--- src/ecppr_pkg.sv ---
// Package for the parallel port host register bank.
// Assumes a single 25 MHz clock domain and byte-wide host accesses.
package ecppr_pkg;
  localparam logic [10:0] OFS_DATA = 11'h000;
  localparam logic [10:0] OFS_STAT = 11'h001;
  localparam logic [10:0] OFS_CTRL = 11'h002;
  localparam logic [10:0] OFS_FIFO = 11'h400;
  localparam logic [10:0] OFS_RSRC = 11'h401;
  localparam logic [10:0] OFS_EXTC = 11'h402;
  localparam logic [2:0] MODE_STD  = 3'h0;
  localparam logic [2:0] MODE_BIDI = 3'h1;
  localparam logic [2:0] MODE_CFIF = 3'h2;
  localparam logic [2:0] MODE_ECP  = 3'h3;
  localparam logic [2:0] MODE_EPP  = 3'h4;
  localparam logic [2:0] MODE_RSV  = 3'h5;
  localparam logic [2:0] MODE_TEST = 3'h6;
  localparam logic [2:0] MODE_CFG  = 3'h7;
  localparam int EXT_MODE_LSB = 5;
  localparam int EXT_ERRDIS   = 4;
  localparam int EXT_DMAEN    = 3;
  localparam int EXT_SVC      = 2;
  localparam int EXT_FULL     = 1;
  localparam int EXT_EMPTY    = 0;
  localparam int CTL_ACKIE    = 4;
  localparam int CTL_DIR      = 5;
  localparam logic [7:0] CAPABILITY_WORD = 8'h10;
  localparam logic [7:0] DATA_RST  = 8'h00;
  localparam logic [5:0] CTRL_RST  = 6'h00;
  localparam logic [4:0] EXTC_RST  = 5'h05;
  localparam int FIFO_DEPTH = 16;
  localparam int FIFO_AW    = 4;
  localparam logic [4:0] TX_SPACE_LEVEL = 5'h08;
  localparam logic [4:0] RX_FILL_LEVEL  = 5'h08;
  localparam int HS_TIME_NS  = 500;
  localparam int CLK_PER_NS  = 40;
  localparam int HS_CYCLES   = (HS_TIME_NS + CLK_PER_NS - 1) / CLK_PER_NS;
  localparam logic [4:0] HS_CNT = 5'(HS_CYCLES);
  typedef enum logic [2:0] {
    HS_IDLE  = 3'b001,
    HS_PULSE = 3'b010,
    HS_WAIT  = 3'b100
  } ecppr_hs_t;
endpackage

--- src/ecppr_regs.sv ---
// Host register bank of an ECP capable parallel port with one shared FIFO.
// Assumes host strobes and port inputs are synchronous to sys_clk.
`timescale 1ns/1ps
// Function
// - Decode window by mode; offset 0 is latch or address FIFO; 1,2 in all but reserved mode; 402 always.
// - Offset 400 maps FIFO windows or capability word; 401 is resource report.
// - Every decode qualified by address enable; DMA cycles ignored.
// - Mode field encodes standard, bidir, FIFO, ECP, EPP, reserved, test, config.
// - Data latch clears on reset, loads on write strobe rise, drives lines.
// - Data port read at offset 0 returns sampled line levels.
// - ECP forward write at offset 0 enters FIFO tagged address, sent automatically.
// - Status bits 0 to 2 read zero.
// - Status bits 3-6 show live inputs; bit 7 shows inverted busy.
// - Reset clears control bits 0-5; bits 6,7 read zero, ignore writes.
// - Control bits 0,1,3 drive outputs inverted; bit 2 drives uninverted.
// - With ack enable set, rising ack edge raises port interrupt request.
// - Direction bit ignored in mode 000; in 010 it only picks the service flag threshold; else 0 out, 1 in.
// - Mode 010 FIFO bytes sent by automatic standard handshake, forward only.
// - ECP direction 0 sends FIFO bytes; direction 1 fills from peripheral.
// - Test mode FIFO read and written freely, no line handshake.
// - Test FIFO never stalls; full writes dropped, empty reads repeat last.
// - Test mode service flag sets at space or fill threshold by direction.
// - Test FIFO reads pop head in first-in first-out order.
// - Capability word at 400 in config mode reads constant 10H.
// - Resource report bit 7 reads zero; no hardware compression.
// - Resource bit 6 live irq level; 5:3 irq code; 2:0 dma code.
// - All FIFO windows share one sixteen entry tagged FIFO.
// - Mode field sits in extended control bits 7 to 5, read and write.
module ecppr_regs (
  input  wire logic        sys_clk,
  input  wire logic        rst_b,
  input  wire logic [10:0] hostAddr,
  input  wire logic [7:0]  hostWrData,
  input  wire logic        ioWrite_b,
  input  wire logic        ioRead_b,
  input  wire logic        addrEnable,
  input  wire logic        eppEnable,
  input  wire logic [2:0]  irqCode,
  input  wire logic [2:0]  dmaCode,
  input  wire logic        irqLineLevel,
  output logic [7:0]       hostRdData,
  input  wire logic [7:0]  portDataLinesIn,
  output logic [7:0]       portDataLinesOut,
  output logic             portDataLinesOe,
  input  wire logic        peripheralErrorIn,
  input  wire logic        selectIn,
  input  wire logic        paperErrorIn,
  input  wire logic        peripheralAckIn,
  input  wire logic        busyIn,
  output logic             writePulseOut_b,
  output logic             hostAckOut_b,
  output logic             directionRequestOut,
  output logic             peripheralSelectOut_b,
  output logic             portIrqReq
);
  import ecppr_pkg::*;

  logic [7:0]  dataLatch_ff;
  logic [5:0]  ctrl_ff;
  logic [2:0]  mode_ff;
  logic [4:0]  extLow_ff;
  logic [8:0]  fifoMem [FIFO_DEPTH];
  logic [3:0]  wrPtr_ff;
  logic [3:0]  rdPtr_ff;
  logic [4:0]  count_ff;
  logic [7:0]  lastRd_ff;
  logic        wrDly_ff;
  logic        rdDly_ff;
  logic        ackDly_ff;
  logic        busyDly_ff;
  logic [4:0]  hsCnt_ff;
  ecppr_hs_t   hs_ff;
  logic [7:0]  txByte_ff;
  logic        txTag_ff;
  logic        fifoEmpty;
  logic        fifoFull;
  logic        wrStrobe;
  logic        rdStrobe;
  logic        dirIn;
  logic        hostPush;
  logic        hostPop;
  logic        linePush;
  logic        linePop;
  logic        doPush;
  logic        doPop;
  logic [8:0]  pushWord;
  logic [7:0]  nxt_rdData;
  logic [7:0]  statusWord;
  logic [2:0]  wrMode;

  // Offset decode shared by read and write paths
  function automatic logic hit(input logic [10:0] a, input logic [10:0] o);
    hit = (a == o);
  endfunction

  // Address enable high marks DMA cycles
  // dma cycles ignored
  assign wrStrobe = ~ioWrite_b & wrDly_ff & ~addrEnable;
  assign rdStrobe = ~ioRead_b & rdDly_ff & ~addrEnable;

  assign dirIn = ctrl_ff[CTL_DIR] &&
                 (mode_ff != MODE_STD) && (mode_ff != MODE_CFIF);
  assign fifoEmpty = (count_ff == 5'h00);
  assign fifoFull  = (count_ff == 5'(FIFO_DEPTH));

  always_comb begin
    hostPush = 1'b0;
    pushWord = {1'b0, hostWrData};
    if (wrStrobe) begin
      if (hit(hostAddr, OFS_DATA) && mode_ff == MODE_ECP && !dirIn) begin
        hostPush = 1'b1;
        pushWord = {1'b1, hostWrData};
      end else if (hit(hostAddr, OFS_FIFO) && (mode_ff == MODE_CFIF ||
                   mode_ff == MODE_TEST ||
                   (mode_ff == MODE_ECP && !dirIn))) begin
        hostPush = 1'b1;
      end
    end
    if (!hostPush && linePush) begin
      pushWord = {1'b0, portDataLinesIn};
    end
  end

  assign linePush = (mode_ff == MODE_ECP) && dirIn && ackDly_ff &&
                    ~peripheralAckIn && !fifoFull;
  assign hostPop = rdStrobe && hit(hostAddr, OFS_FIFO) &&
                   (mode_ff == MODE_TEST ||
                    (mode_ff == MODE_ECP && dirIn)) && !fifoEmpty;
  assign linePop = (hs_ff == HS_IDLE) && !fifoEmpty && !dirIn &&
                   !busyDly_ff && (mode_ff == MODE_CFIF || mode_ff == MODE_ECP);
  assign doPush = (hostPush || linePush) && !fifoFull;
  assign doPop  = hostPop || linePop;

  always_ff @(posedge sys_clk or negedge rst_b) begin
    if (!rst_b) begin
      wrDly_ff   <= 1'b1;
      rdDly_ff   <= 1'b1;
      ackDly_ff  <= 1'b1;
      busyDly_ff <= 1'b0;
    end else begin
      wrDly_ff   <= ioWrite_b;
      rdDly_ff   <= ioRead_b;
      ackDly_ff  <= peripheralAckIn;
      busyDly_ff <= busyIn;
    end
  end

  always_ff @(posedge sys_clk or negedge rst_b) begin
    if (!rst_b) begin
      dataLatch_ff <= DATA_RST;
    end else if (ioWrite_b && !wrDly_ff && !addrEnable &&
                 hit(hostAddr, OFS_DATA) &&
                 (mode_ff == MODE_STD || mode_ff == MODE_BIDI)) begin
      dataLatch_ff <= hostWrData;
    end
  end

  // Latch loads on strobe release so data is settled; FIFO loads on fall
  // control write
  always_ff @(posedge sys_clk or negedge rst_b) begin
    if (!rst_b) begin
      ctrl_ff <= CTRL_RST;
    end else if (wrStrobe && hit(hostAddr, OFS_CTRL) &&
                 mode_ff != MODE_RSV) begin
      ctrl_ff <= hostWrData[5:0];
    end
  end

  always_comb begin
    wrMode = hostWrData[7:EXT_MODE_LSB];
    if (wrMode == MODE_EPP && !eppEnable) begin
      wrMode = mode_ff;
    end
  end

  always_ff @(posedge sys_clk or negedge rst_b) begin
    if (!rst_b) begin
      mode_ff   <= MODE_STD;
      extLow_ff <= EXTC_RST;
    end else begin
      if (wrStrobe && hit(hostAddr, OFS_EXTC)) begin
        mode_ff   <= wrMode;
        extLow_ff <= hostWrData[4:0];
      end
      // Hardware set wins over a same-cycle software clear
      if (!extLow_ff[EXT_SVC] && !extLow_ff[EXT_DMAEN] &&
          ((!ctrl_ff[CTL_DIR] && (5'(FIFO_DEPTH) - count_ff) >=
            TX_SPACE_LEVEL) ||
           (ctrl_ff[CTL_DIR] && count_ff >= RX_FILL_LEVEL)) &&
          (mode_ff == MODE_TEST || mode_ff == MODE_ECP ||
           mode_ff == MODE_CFIF)) begin
        extLow_ff[EXT_SVC] <= 1'b1;
      end
    end
  end

  always_ff @(posedge sys_clk) begin
    if (doPush) begin
      fifoMem[wrPtr_ff] <= pushWord;
    end
  end

  always_ff @(posedge sys_clk or negedge rst_b) begin
    if (!rst_b) begin
      wrPtr_ff <= 4'h0;
      rdPtr_ff <= 4'h0;
      count_ff <= 5'h00;
    end else if (wrStrobe && hit(hostAddr, OFS_EXTC) &&
                 wrMode == MODE_STD) begin
      wrPtr_ff <= 4'h0;
      rdPtr_ff <= 4'h0;
      count_ff <= 5'h00;
    end else begin
      if (doPush) begin
        wrPtr_ff <= wrPtr_ff + 4'h1;
      end
      if (doPop) begin
        rdPtr_ff <= rdPtr_ff + 4'h1;
      end
      count_ff <= count_ff + 5'(doPush) - 5'(doPop);
    end
  end

  always_ff @(posedge sys_clk or negedge rst_b) begin
    if (!rst_b) begin
      hs_ff     <= HS_IDLE;
      hsCnt_ff  <= 5'h00;
      txByte_ff <= DATA_RST;
      txTag_ff  <= 1'b0;
    end else if (mode_ff != MODE_CFIF && mode_ff != MODE_ECP) begin
      hs_ff    <= HS_IDLE;
      hsCnt_ff <= 5'h00;
    end else begin
      case (hs_ff)
        HS_IDLE: begin
          if (linePop && !busyDly_ff) begin
            txByte_ff <= fifoMem[rdPtr_ff][7:0];
            txTag_ff  <= fifoMem[rdPtr_ff][8];
            hsCnt_ff  <= HS_CNT;
            hs_ff     <= HS_PULSE;
          end
        end
        HS_PULSE: begin
          if (hsCnt_ff == 5'h00) begin
            hs_ff <= HS_WAIT;
          end else begin
            hsCnt_ff <= hsCnt_ff - 5'h01;
          end
        end
        HS_WAIT: begin
          if (!busyDly_ff) begin
            hs_ff <= HS_IDLE;
          end
        end
        default: hs_ff <= HS_IDLE;
      endcase
    end
  end

  assign statusWord = {~busyIn, peripheralAckIn, paperErrorIn, selectIn,
                       peripheralErrorIn, 3'b000};

  always_comb begin
    nxt_rdData = 8'h00;
    if (mode_ff != MODE_RSV) begin
      if (hit(hostAddr, OFS_DATA) &&
          (mode_ff == MODE_STD || mode_ff == MODE_BIDI)) begin
        nxt_rdData = portDataLinesIn;
      end else if (hit(hostAddr, OFS_STAT)) begin
        nxt_rdData = statusWord;
      end else if (hit(hostAddr, OFS_CTRL)) begin
        nxt_rdData = {2'b00, ctrl_ff};
      end else if (hit(hostAddr, OFS_FIFO)) begin
        if (mode_ff == MODE_CFG) begin
          nxt_rdData = CAPABILITY_WORD;
        end else if (mode_ff == MODE_TEST ||
                     (mode_ff == MODE_ECP && dirIn)) begin
          nxt_rdData = fifoEmpty ? lastRd_ff : fifoMem[rdPtr_ff][7:0];
        end
      end else if (hit(hostAddr, OFS_RSRC) && mode_ff == MODE_CFG) begin
        nxt_rdData = {1'b0, irqLineLevel, irqCode, dmaCode};
      end
    end
    if (hit(hostAddr, OFS_EXTC)) begin
      nxt_rdData = {mode_ff, extLow_ff[4:2], fifoFull, fifoEmpty};
    end
  end

  always_ff @(posedge sys_clk or negedge rst_b) begin
    if (!rst_b) begin
      hostRdData <= 8'h00;
      lastRd_ff  <= 8'h00;
    end else if (rdStrobe) begin
      hostRdData <= nxt_rdData;
      if (hostPop) begin
        lastRd_ff <= fifoMem[rdPtr_ff][7:0];
      end
    end
  end

  always_ff @(posedge sys_clk or negedge rst_b) begin
    if (!rst_b) begin
      portDataLinesOut      <= 8'h00;
      portDataLinesOe       <= 1'b0;
      writePulseOut_b       <= 1'b1;
      hostAckOut_b          <= 1'b1;
      directionRequestOut   <= 1'b0;
      peripheralSelectOut_b <= 1'b1;
      portIrqReq            <= 1'b0;
    end else begin
      portDataLinesOe <= !dirIn;
      // Test mode shows the head byte; strobe follows control bit 0, not the FIFO
      if (mode_ff == MODE_CFIF || mode_ff == MODE_ECP) begin
        portDataLinesOut <= txByte_ff;
        writePulseOut_b  <= (hs_ff != HS_PULSE);
        hostAckOut_b     <= (mode_ff == MODE_ECP) ? ~txTag_ff : ~ctrl_ff[1];
      end else if (mode_ff == MODE_TEST) begin
        portDataLinesOut <= fifoMem[rdPtr_ff][7:0];
        writePulseOut_b  <= ~ctrl_ff[0];
        hostAckOut_b     <= ~ctrl_ff[1];
      end else begin
        portDataLinesOut <= dataLatch_ff;
        writePulseOut_b  <= ~ctrl_ff[0];
        hostAckOut_b     <= ~ctrl_ff[1];
      end
      directionRequestOut   <= ctrl_ff[2];
      peripheralSelectOut_b <= ~ctrl_ff[3];
      portIrqReq <= ctrl_ff[CTL_ACKIE] & ~ackDly_ff & peripheralAckIn;
    end
  end
endmodule

--- config.mk ---
export PLATFORM = sky130hd
export DESIGN_NAME = ecppr_regs
export DESIGN_NICKNAME = d
export VERILOG_FILES = /design/src/ecppr_pkg.sv /design/src/ecppr_regs.sv
export SDC_FILE = /design/constraint.sdc
export NUM_CORES = 1
export LEC_CHECK = 0
export ABC_AREA = 1
export BUFFER_PORTS_ARGS = -buffer_cell sky130_fd_sc_hd__buf_4
export CORE_ASPECT_RATIO = 1.25
export CORE_MARGIN = 5
export CORE_UTILIZATION = 61
export CTS_CLUSTER_SIZE = 24
export DETAILED_ROUTE_END_ITERATION = 6
export GPL_TIMING_DRIVEN = 0
export PLACE_DENSITY = 0.8
export SETUP_SLACK_MARGIN = 0.05
export SYNTH_ARGS = -nofsm -noshare
export SYNTH_HDL_FRONTEND = slang
export SYNTH_SLANG_ARGS = --single-unit
export TNS_END_PERCENT = 1
--- constraint.sdc ---
create_clock -name sys_clk -period 3.4 [get_ports sys_clk]
set_input_delay 0.17 -clock sys_clk [delete_from_list [all_inputs] [get_ports sys_clk]]
set_output_delay 0.17 -clock sys_clk [all_outputs]
set_load 0.005 [all_outputs]
# After elaboration in Yosys (flattened, before gate mapping)
# Memories as Yosys holds them, arrays and structs flattened.
# Index checks and enable logic that the tools add are counted.
dict set report op_classes {
  n_bitwise 17
  muxes 40
  n_addsub 6
  magnitude_cmp 2
  n_eq_ne 23
  reduce_logical 72
}
# cell n
set ops {}
lappend ops {{8-bit 2-to-1 mux} 11}
lappend ops {{1-bit logical AND} 37}
lappend ops {{11-bit == test, second input constant} 3}
lappend ops {{9-bit 2-to-1 mux} 3}
lappend ops {{5-bit 2-to-1 mux} 4}
lappend ops {{3-bit 2-to-1 mux} 6}
lappend ops {{4-bit 2-to-1 mux} 4}
lappend ops {{3-bit == test, second input constant} 4}
lappend ops {{3-bit != test, second input constant} 4}
lappend ops {{11-bit by 1-bit == test with 1-bit output, second input constant} 1}
lappend ops {{11-bit by 2-bit == test with 1-bit output, second input constant} 1}
lappend ops {{1-bit zero test} 11}
lappend ops {{11-bit zero test} 1}
lappend ops {{1-bit NOT} 11}
lappend ops {{5-bit by 4-bit greater-or-equal comparator with 1-bit output, second input constant} 2}
lappend ops {{5-bit zero test} 2}
lappend ops {{1-bit logical OR} 10}
lappend ops {{5-bit one-hot mux with 2 select lines} 1}
lappend ops {{3-bit by 2-bit == test with 1-bit output, second input constant} 3}
lappend ops {{1-bit 2-to-1 mux} 9}
lappend ops {{3-bit by 2-bit != test with 1-bit output, second input constant} 3}
lappend ops {{3-bit one-hot mux with 3 select lines} 1}
lappend ops {{3-bit AND reduction} 3}
lappend ops {{4-bit by 1-bit adder with 4-bit output, second input constant} 2}
lappend ops {{other kinds (13)} 23}
dict set report totals {
  inputBits 45
  register_bits 86
  output_inout_bits 22
  ramBits 144
  n_memories 1
  wordCells 186
}
# name depth word_bits rd rd_clocked_by_memory_dff write_ports line_no
set memory_table {}
lappend memory_table {fifoMem 16 9 1 0 1 ecppr_regs.sv:62} ;# logic [8:0] fifoMem [FIFO_DEPTH];

# Logic depth before layout (Yosys ltp)
dict set report depth {
  ltp_word 15
  ltp_mapped 18
  depth_no_buf 18
}

# Worst setup path after synthesis
# OpenSTA, ideal clock, no wires.
dict set report synth_path {
  path_type {register -> register}
  start {register count_ff[2]}
  end {register count_ff[4]}
  setup_time_ns 0.120
  period_less_slack_ns 3.128
  required_time_ns 3.280
  stages_incl_launch_ff 18
  t_arrival_ns 3.008
  n_path_buf 0
  setup_slack_ns 0.272
  path_cell_list {dfrtp_1 inv_1 ha_1 nor3b_1 ha_1 nor2_1 nand4_1 a21oi_4 inv_1 ha_1 inv_1 ha_1 inv_1 fa_1 o21ai_0 a21oi_1 xnor2_1 nor2_1}
}
dict set report synth_via {
  elab_chain_cells 9
  elab_cells_between_ends 16
  cone_classes {2 x add/sub; 1 x eq/ne; 1 x mux; 12 x reduce/logical}
}
# element line_no
set synth_rtl {}
lappend synth_rtl {{start, declared} ecppr_regs.sv:65} ;# logic [4:0] count_ff;
lappend synth_rtl {{start signal, assigned} ecppr_regs.sv:220} ;# count_ff <= count_ff + 5'(doPush) - 5'(doPop);
lappend synth_rtl {{parallel branches: the longest is 7 deep, another holds 5-bit by 1-bit adder with 5-bit output} n/a}
lappend synth_rtl {{5-bit by 1-bit subtractor with 5-bit output *} ecppr_regs.sv:220}
lappend synth_rtl {{5-bit 2-to-1 mux *} ecppr_regs.sv:208} ;# end else if (wrStrobe && hit(hostAddr, OFS_EXTC) &&
# Every way passes the cells marked *.
# A chain may end at the register's enable or synchronous reset.

# Final worst setup path
# Ends and elaborated chain as after synthesis.

==> key figures <==
Status
  – Outcome: finished clean

Floorplanning
  – Initial core utilization: roughly 62%
  – Die height: 156.7 µm
  – I/O pins: 67
  – Die Span X: roughly 130 µm
  – Core footprint: around 17000 µm²
  – Die area: 19950 µm²
  – Cell Rows: 53

Synthesis
  – Sequential cell area fraction in the yosys report: around three fifths
  – Synth Area in Compound Gates: around 9.7%
  – Most frequent cell after synthesis: nand2_1
  – Post-synthesis cell area: around 10000 µm²
  – Xor/xnor cell area share of the yosys netlist: 0.4171%
  – Largest family of logic cells by synthesized area: simple AND/OR/NAND/NOR gates
  – Post-synthesis async set-or-reset flop share: 36.84%
  – Library cells used by synthesis: 50
  – Synth Register Bits: ~230
  – Largest cells by area after synthesis: edfxtp_1, dfrtp_1, nand2_1
  – Simple logic cell fraction of the synthesized area: between 20 and 25%
  – Syn nets: around 1200
  – Commonest cells post-synth: nand2_1, edfxtp_1, nor2_1, o21ai_0, inv_1
  – Post-synth EDFFs: 144
  – Post-Synthesis Cells: between 1000 and 1500
  – Predominant post-synthesis flop cell: edfxtp_1
  – Yosys warnings: 0
  – Top cell type by total area after synthesis: edfxtp_1
  – Mux contribution to synthesized area: less than 1%
  – Share of Yosys cell area claimed by the top area cell type: ~41%
  – Synthesized-area fraction occupied by adder cells: under 10%
  – Avg Cell Area, Syn: 9.623 µm²

Critical path
  – CP endpoint kind: flop
  – Worst r2r src: count_ff[2]$_DFF_PN0_
  – Setup Crit Path Kind: reg -> reg
  – FF-to-FF path depth: 17
  – Worst EP required: between 3 and 4 ns
  – Reg-to-Reg End: count_ff[4]$_DFF_PN0_
  – Crit start category: flop
  – CP arrival: roughly 3.8 ns
  – Worst Setup SP: count_ff[2]$_DFF_PN0_
  – Reg2Reg Setup Slack: roughly 0.044 ns
  – CP Max Fanout: 8

CTS
  – Clock sink count: 228
  – Maximum clock path buffer count: 3
  – H-tree levels: 1
  – TritonCTS Buffers: 22
  – CTS tree: done
  – Clock-pin slew on the worst setup and hold paths: around 0.060 ns
  – Worst skew pair latency: between 0.5 and 0.6 ns
  – Root Buffer: clkbuf_16

Placement
  – Port bufs: 66
  – Routability congestion estimate: around 0.96
  – Detail Placement HPWL: approximately 19000 µm

Detailed routing
  – DRC violations left: 0
  – Vias: 8095
  – DRT Pass-1 Iters: 5
  – Final antenna-violating net count: 0
  – DR vias/cell: 5.665
  – Routed wire per std cell: between 15 and 20 µm
  – Drt initial violations: between 800 and 900
  – Final WL: approximately 27000 µm

Power and ir drop
  – Cell area power density: ~490 nW/µm²
  – Worst VDD drop: approximately 0.37 mV
  – Final Power: 5.999 mW
  – P_leak: approximately 5.3 nW

Cells and area
  – Area grow syn2layout: 16.23%
  – Layout cells sized above 1: 17.04%
  – Fin nets: roughly 1300
  – N_diodes: 0

GRT
  – Largest net degree at the start of global routing: between 80 and 90
  – First-pass GRT wire length: 42300 µm
  – Vias in the first global route: ~8100
  – GRT Total Usage: a little over a quarter
  – Antenna violations before repair: 0
  – Total gr overflow: 0

Worst hold path
  – Hold WC Path Type: in -> reg
  – Hold path startpoint: hostWrData[6]
  – Hold Path End: dataLatch_ff[6]$_DFFE_PN0P_
  – Hold path cells: 3

Timing
  – Final hold vios: 0
  – Final Max Slew Viols: 0
  – RSZ-0062 raised after global routing: yes
  – Max-Slew Margin vs Limit: between 20% and 30%
  – Period utilization: 98.71%
  – Tmin final: approximately 3.4 ns
  – FMAX: 298.0 MHz
  – Final setup violation count: 0
  – Worst Skew: around 0.015 ns
  – Worst slew pin tran: 1.062 ns
  – Setup TNS: 0 ns

Flow run
  – Max-Cap Viols: 0
==> flip-flops by register name, indices dropped and copies added (netlist names), 3 cells and up <==
signal            cells
hostRdData            8
portDataLinesOut      8
dataLatch_ff          8
fifoMem             144
mode_ff               3
count_ff              5
hs_ff                 3
lastRd_ff             8
txByte_ff             8
extLow_ff             3
rdPtr_ff              4
wrPtr_ff              4
hsCnt_ff              5
ctrl_ff               6
==> what timing repair did <==
item | in CTS | in global routing
endpoints found under the hold margin | 86 | 0
endpoints found under the setup margin | 147 | 181
buffers inserted | 1 | 0
hold buffers | 9 | 0
pin swaps | 3 | 0
gates resized for setup | 11 | 16
==> cells in the final DEF, fill, tap and decap left out, types with 5 or more instances in the layout <==
| master | instances |
|---|---|
| dfrtp_1 | 76 |
| clkbuf_8 | 5 |
| inv_1 | 103 |
| buf_4 | 70 |
| o211ai_1 | 5 |
| edfxtp_1 | 144 |
| or2_2 | 10 |
| clkbuf_1 | 13 |
| nor2_2 | 17 |
| nand4_1 | 6 |
| dlygate4sd3_1 | 9 |
| dfstp_2 | 8 |
| o21ai_0 | 106 |
| a21oi_1 | 46 |
| nand2_2 | 6 |
| buf_2 | 20 |
| nand3_1 | 61 |
| clkbuf_16 | 22 |
| o21ai_1 | 5 |
| nor3_1 | 6 |
| nand2_1 | 265 |
| inv_2 | 11 |
| nor2_1 | 107 |
| ha_1 | 16 |
| a21oi_2 | 7 |
==> where the power goes <==
| group | switching [mW] | total, mW | internal [mW] |
|---|---|---|---|
| registers | 0.0246 | 3.02 | 2.99 |
| logic | 0.332 | 0.570 | 0.238 |
| clock network | 1.02 | 2.41 | 1.39 |
| total | 1.38 | 6.00 | 4.62 |
==> cells by family after synthesis <==
kind of cell	count (synthesis)
buffers and inverters	151
AO/OA/AOI/OAI	189
adder cells (fa/ha/maj)	19
multiplexers	1
XOR/XNOR	5
AND/OR/NAND/NOR	498
flip-flops	228
==> worst max path at each step <==
stage	end	cells after the start	slack, ns
2_1_floorplan	count_ff[4]$_DFF_PN0_	17	0.27
3_3_place_gp	count_ff[4]$_DFF_PN0_	18	-0.29
3_5_place_dp	count_ff[4]$_DFF_PN0_	18	-0.31
4_1_cts	fifoMem[5][0]$_DFFE_PP_	8	0.05
5_1_grt	count_ff[4]$_DFF_PN0_	17	-0.17
6_report	count_ff[4]$_DFF_PN0_	17	0.04
==> worst max-delay path: stages (launching register included) <==
cell	delay [ns]
dfrtp_1	0.38
inv_2	0.07
ha_1	0.20
nor3b_4	0.17
ha_2	0.22
nor2_1	0.09
nand4_1	0.35
a21oi_4	0.28
inv_1	0.06
ha_1	0.26
inv_1	0.06
ha_1	0.15
inv_1	0.05
fa_1	0.41
o21ai_1	0.18
a21oi_1	0.10
xnor2_1	0.14
nor2_1	0.06
==> layer usage <==
| layer | global-route usage, % | routed length (µm) |
|---|---|---|
| met5 | 0 | 0 |
| met1 | 32.71 | 9972 |
| met2 | 48.03 | 13680 |
| met4 | 13.44 | 1154 |
| met3 | 4.097 | 1944 |
==> area by class of cell <==
type	instances	area, µm²
clock buffer	31	636.9
multi-input combinational	712	3568
timing repair buffer	78	608.1
tap	220	275.3
fill	1205	4641
sequential	228	6436
clock inverter	9	80.08
buffer	35	161.4
inverter	116	436.7
==> metrics by stage <==
stage               setup WS [ns]  area, µm²  hold slack, ns  std cells  utilization (%)
floorplan                  0.2720      10500         -0.1256       1091                -
global placement          -0.2928      11270          0.2925       1377            66.91
detailed placement        -0.3144      11280          0.2957       1378            66.99
CTS                       0.04757      12140         0.01086       1428            72.08
global route              -0.1692      12200         0.03559       1429            72.45
finish                    0.04389      12200         0.02805       1429            72.45
No activity file was read; power rests on OpenSTA's default activity.
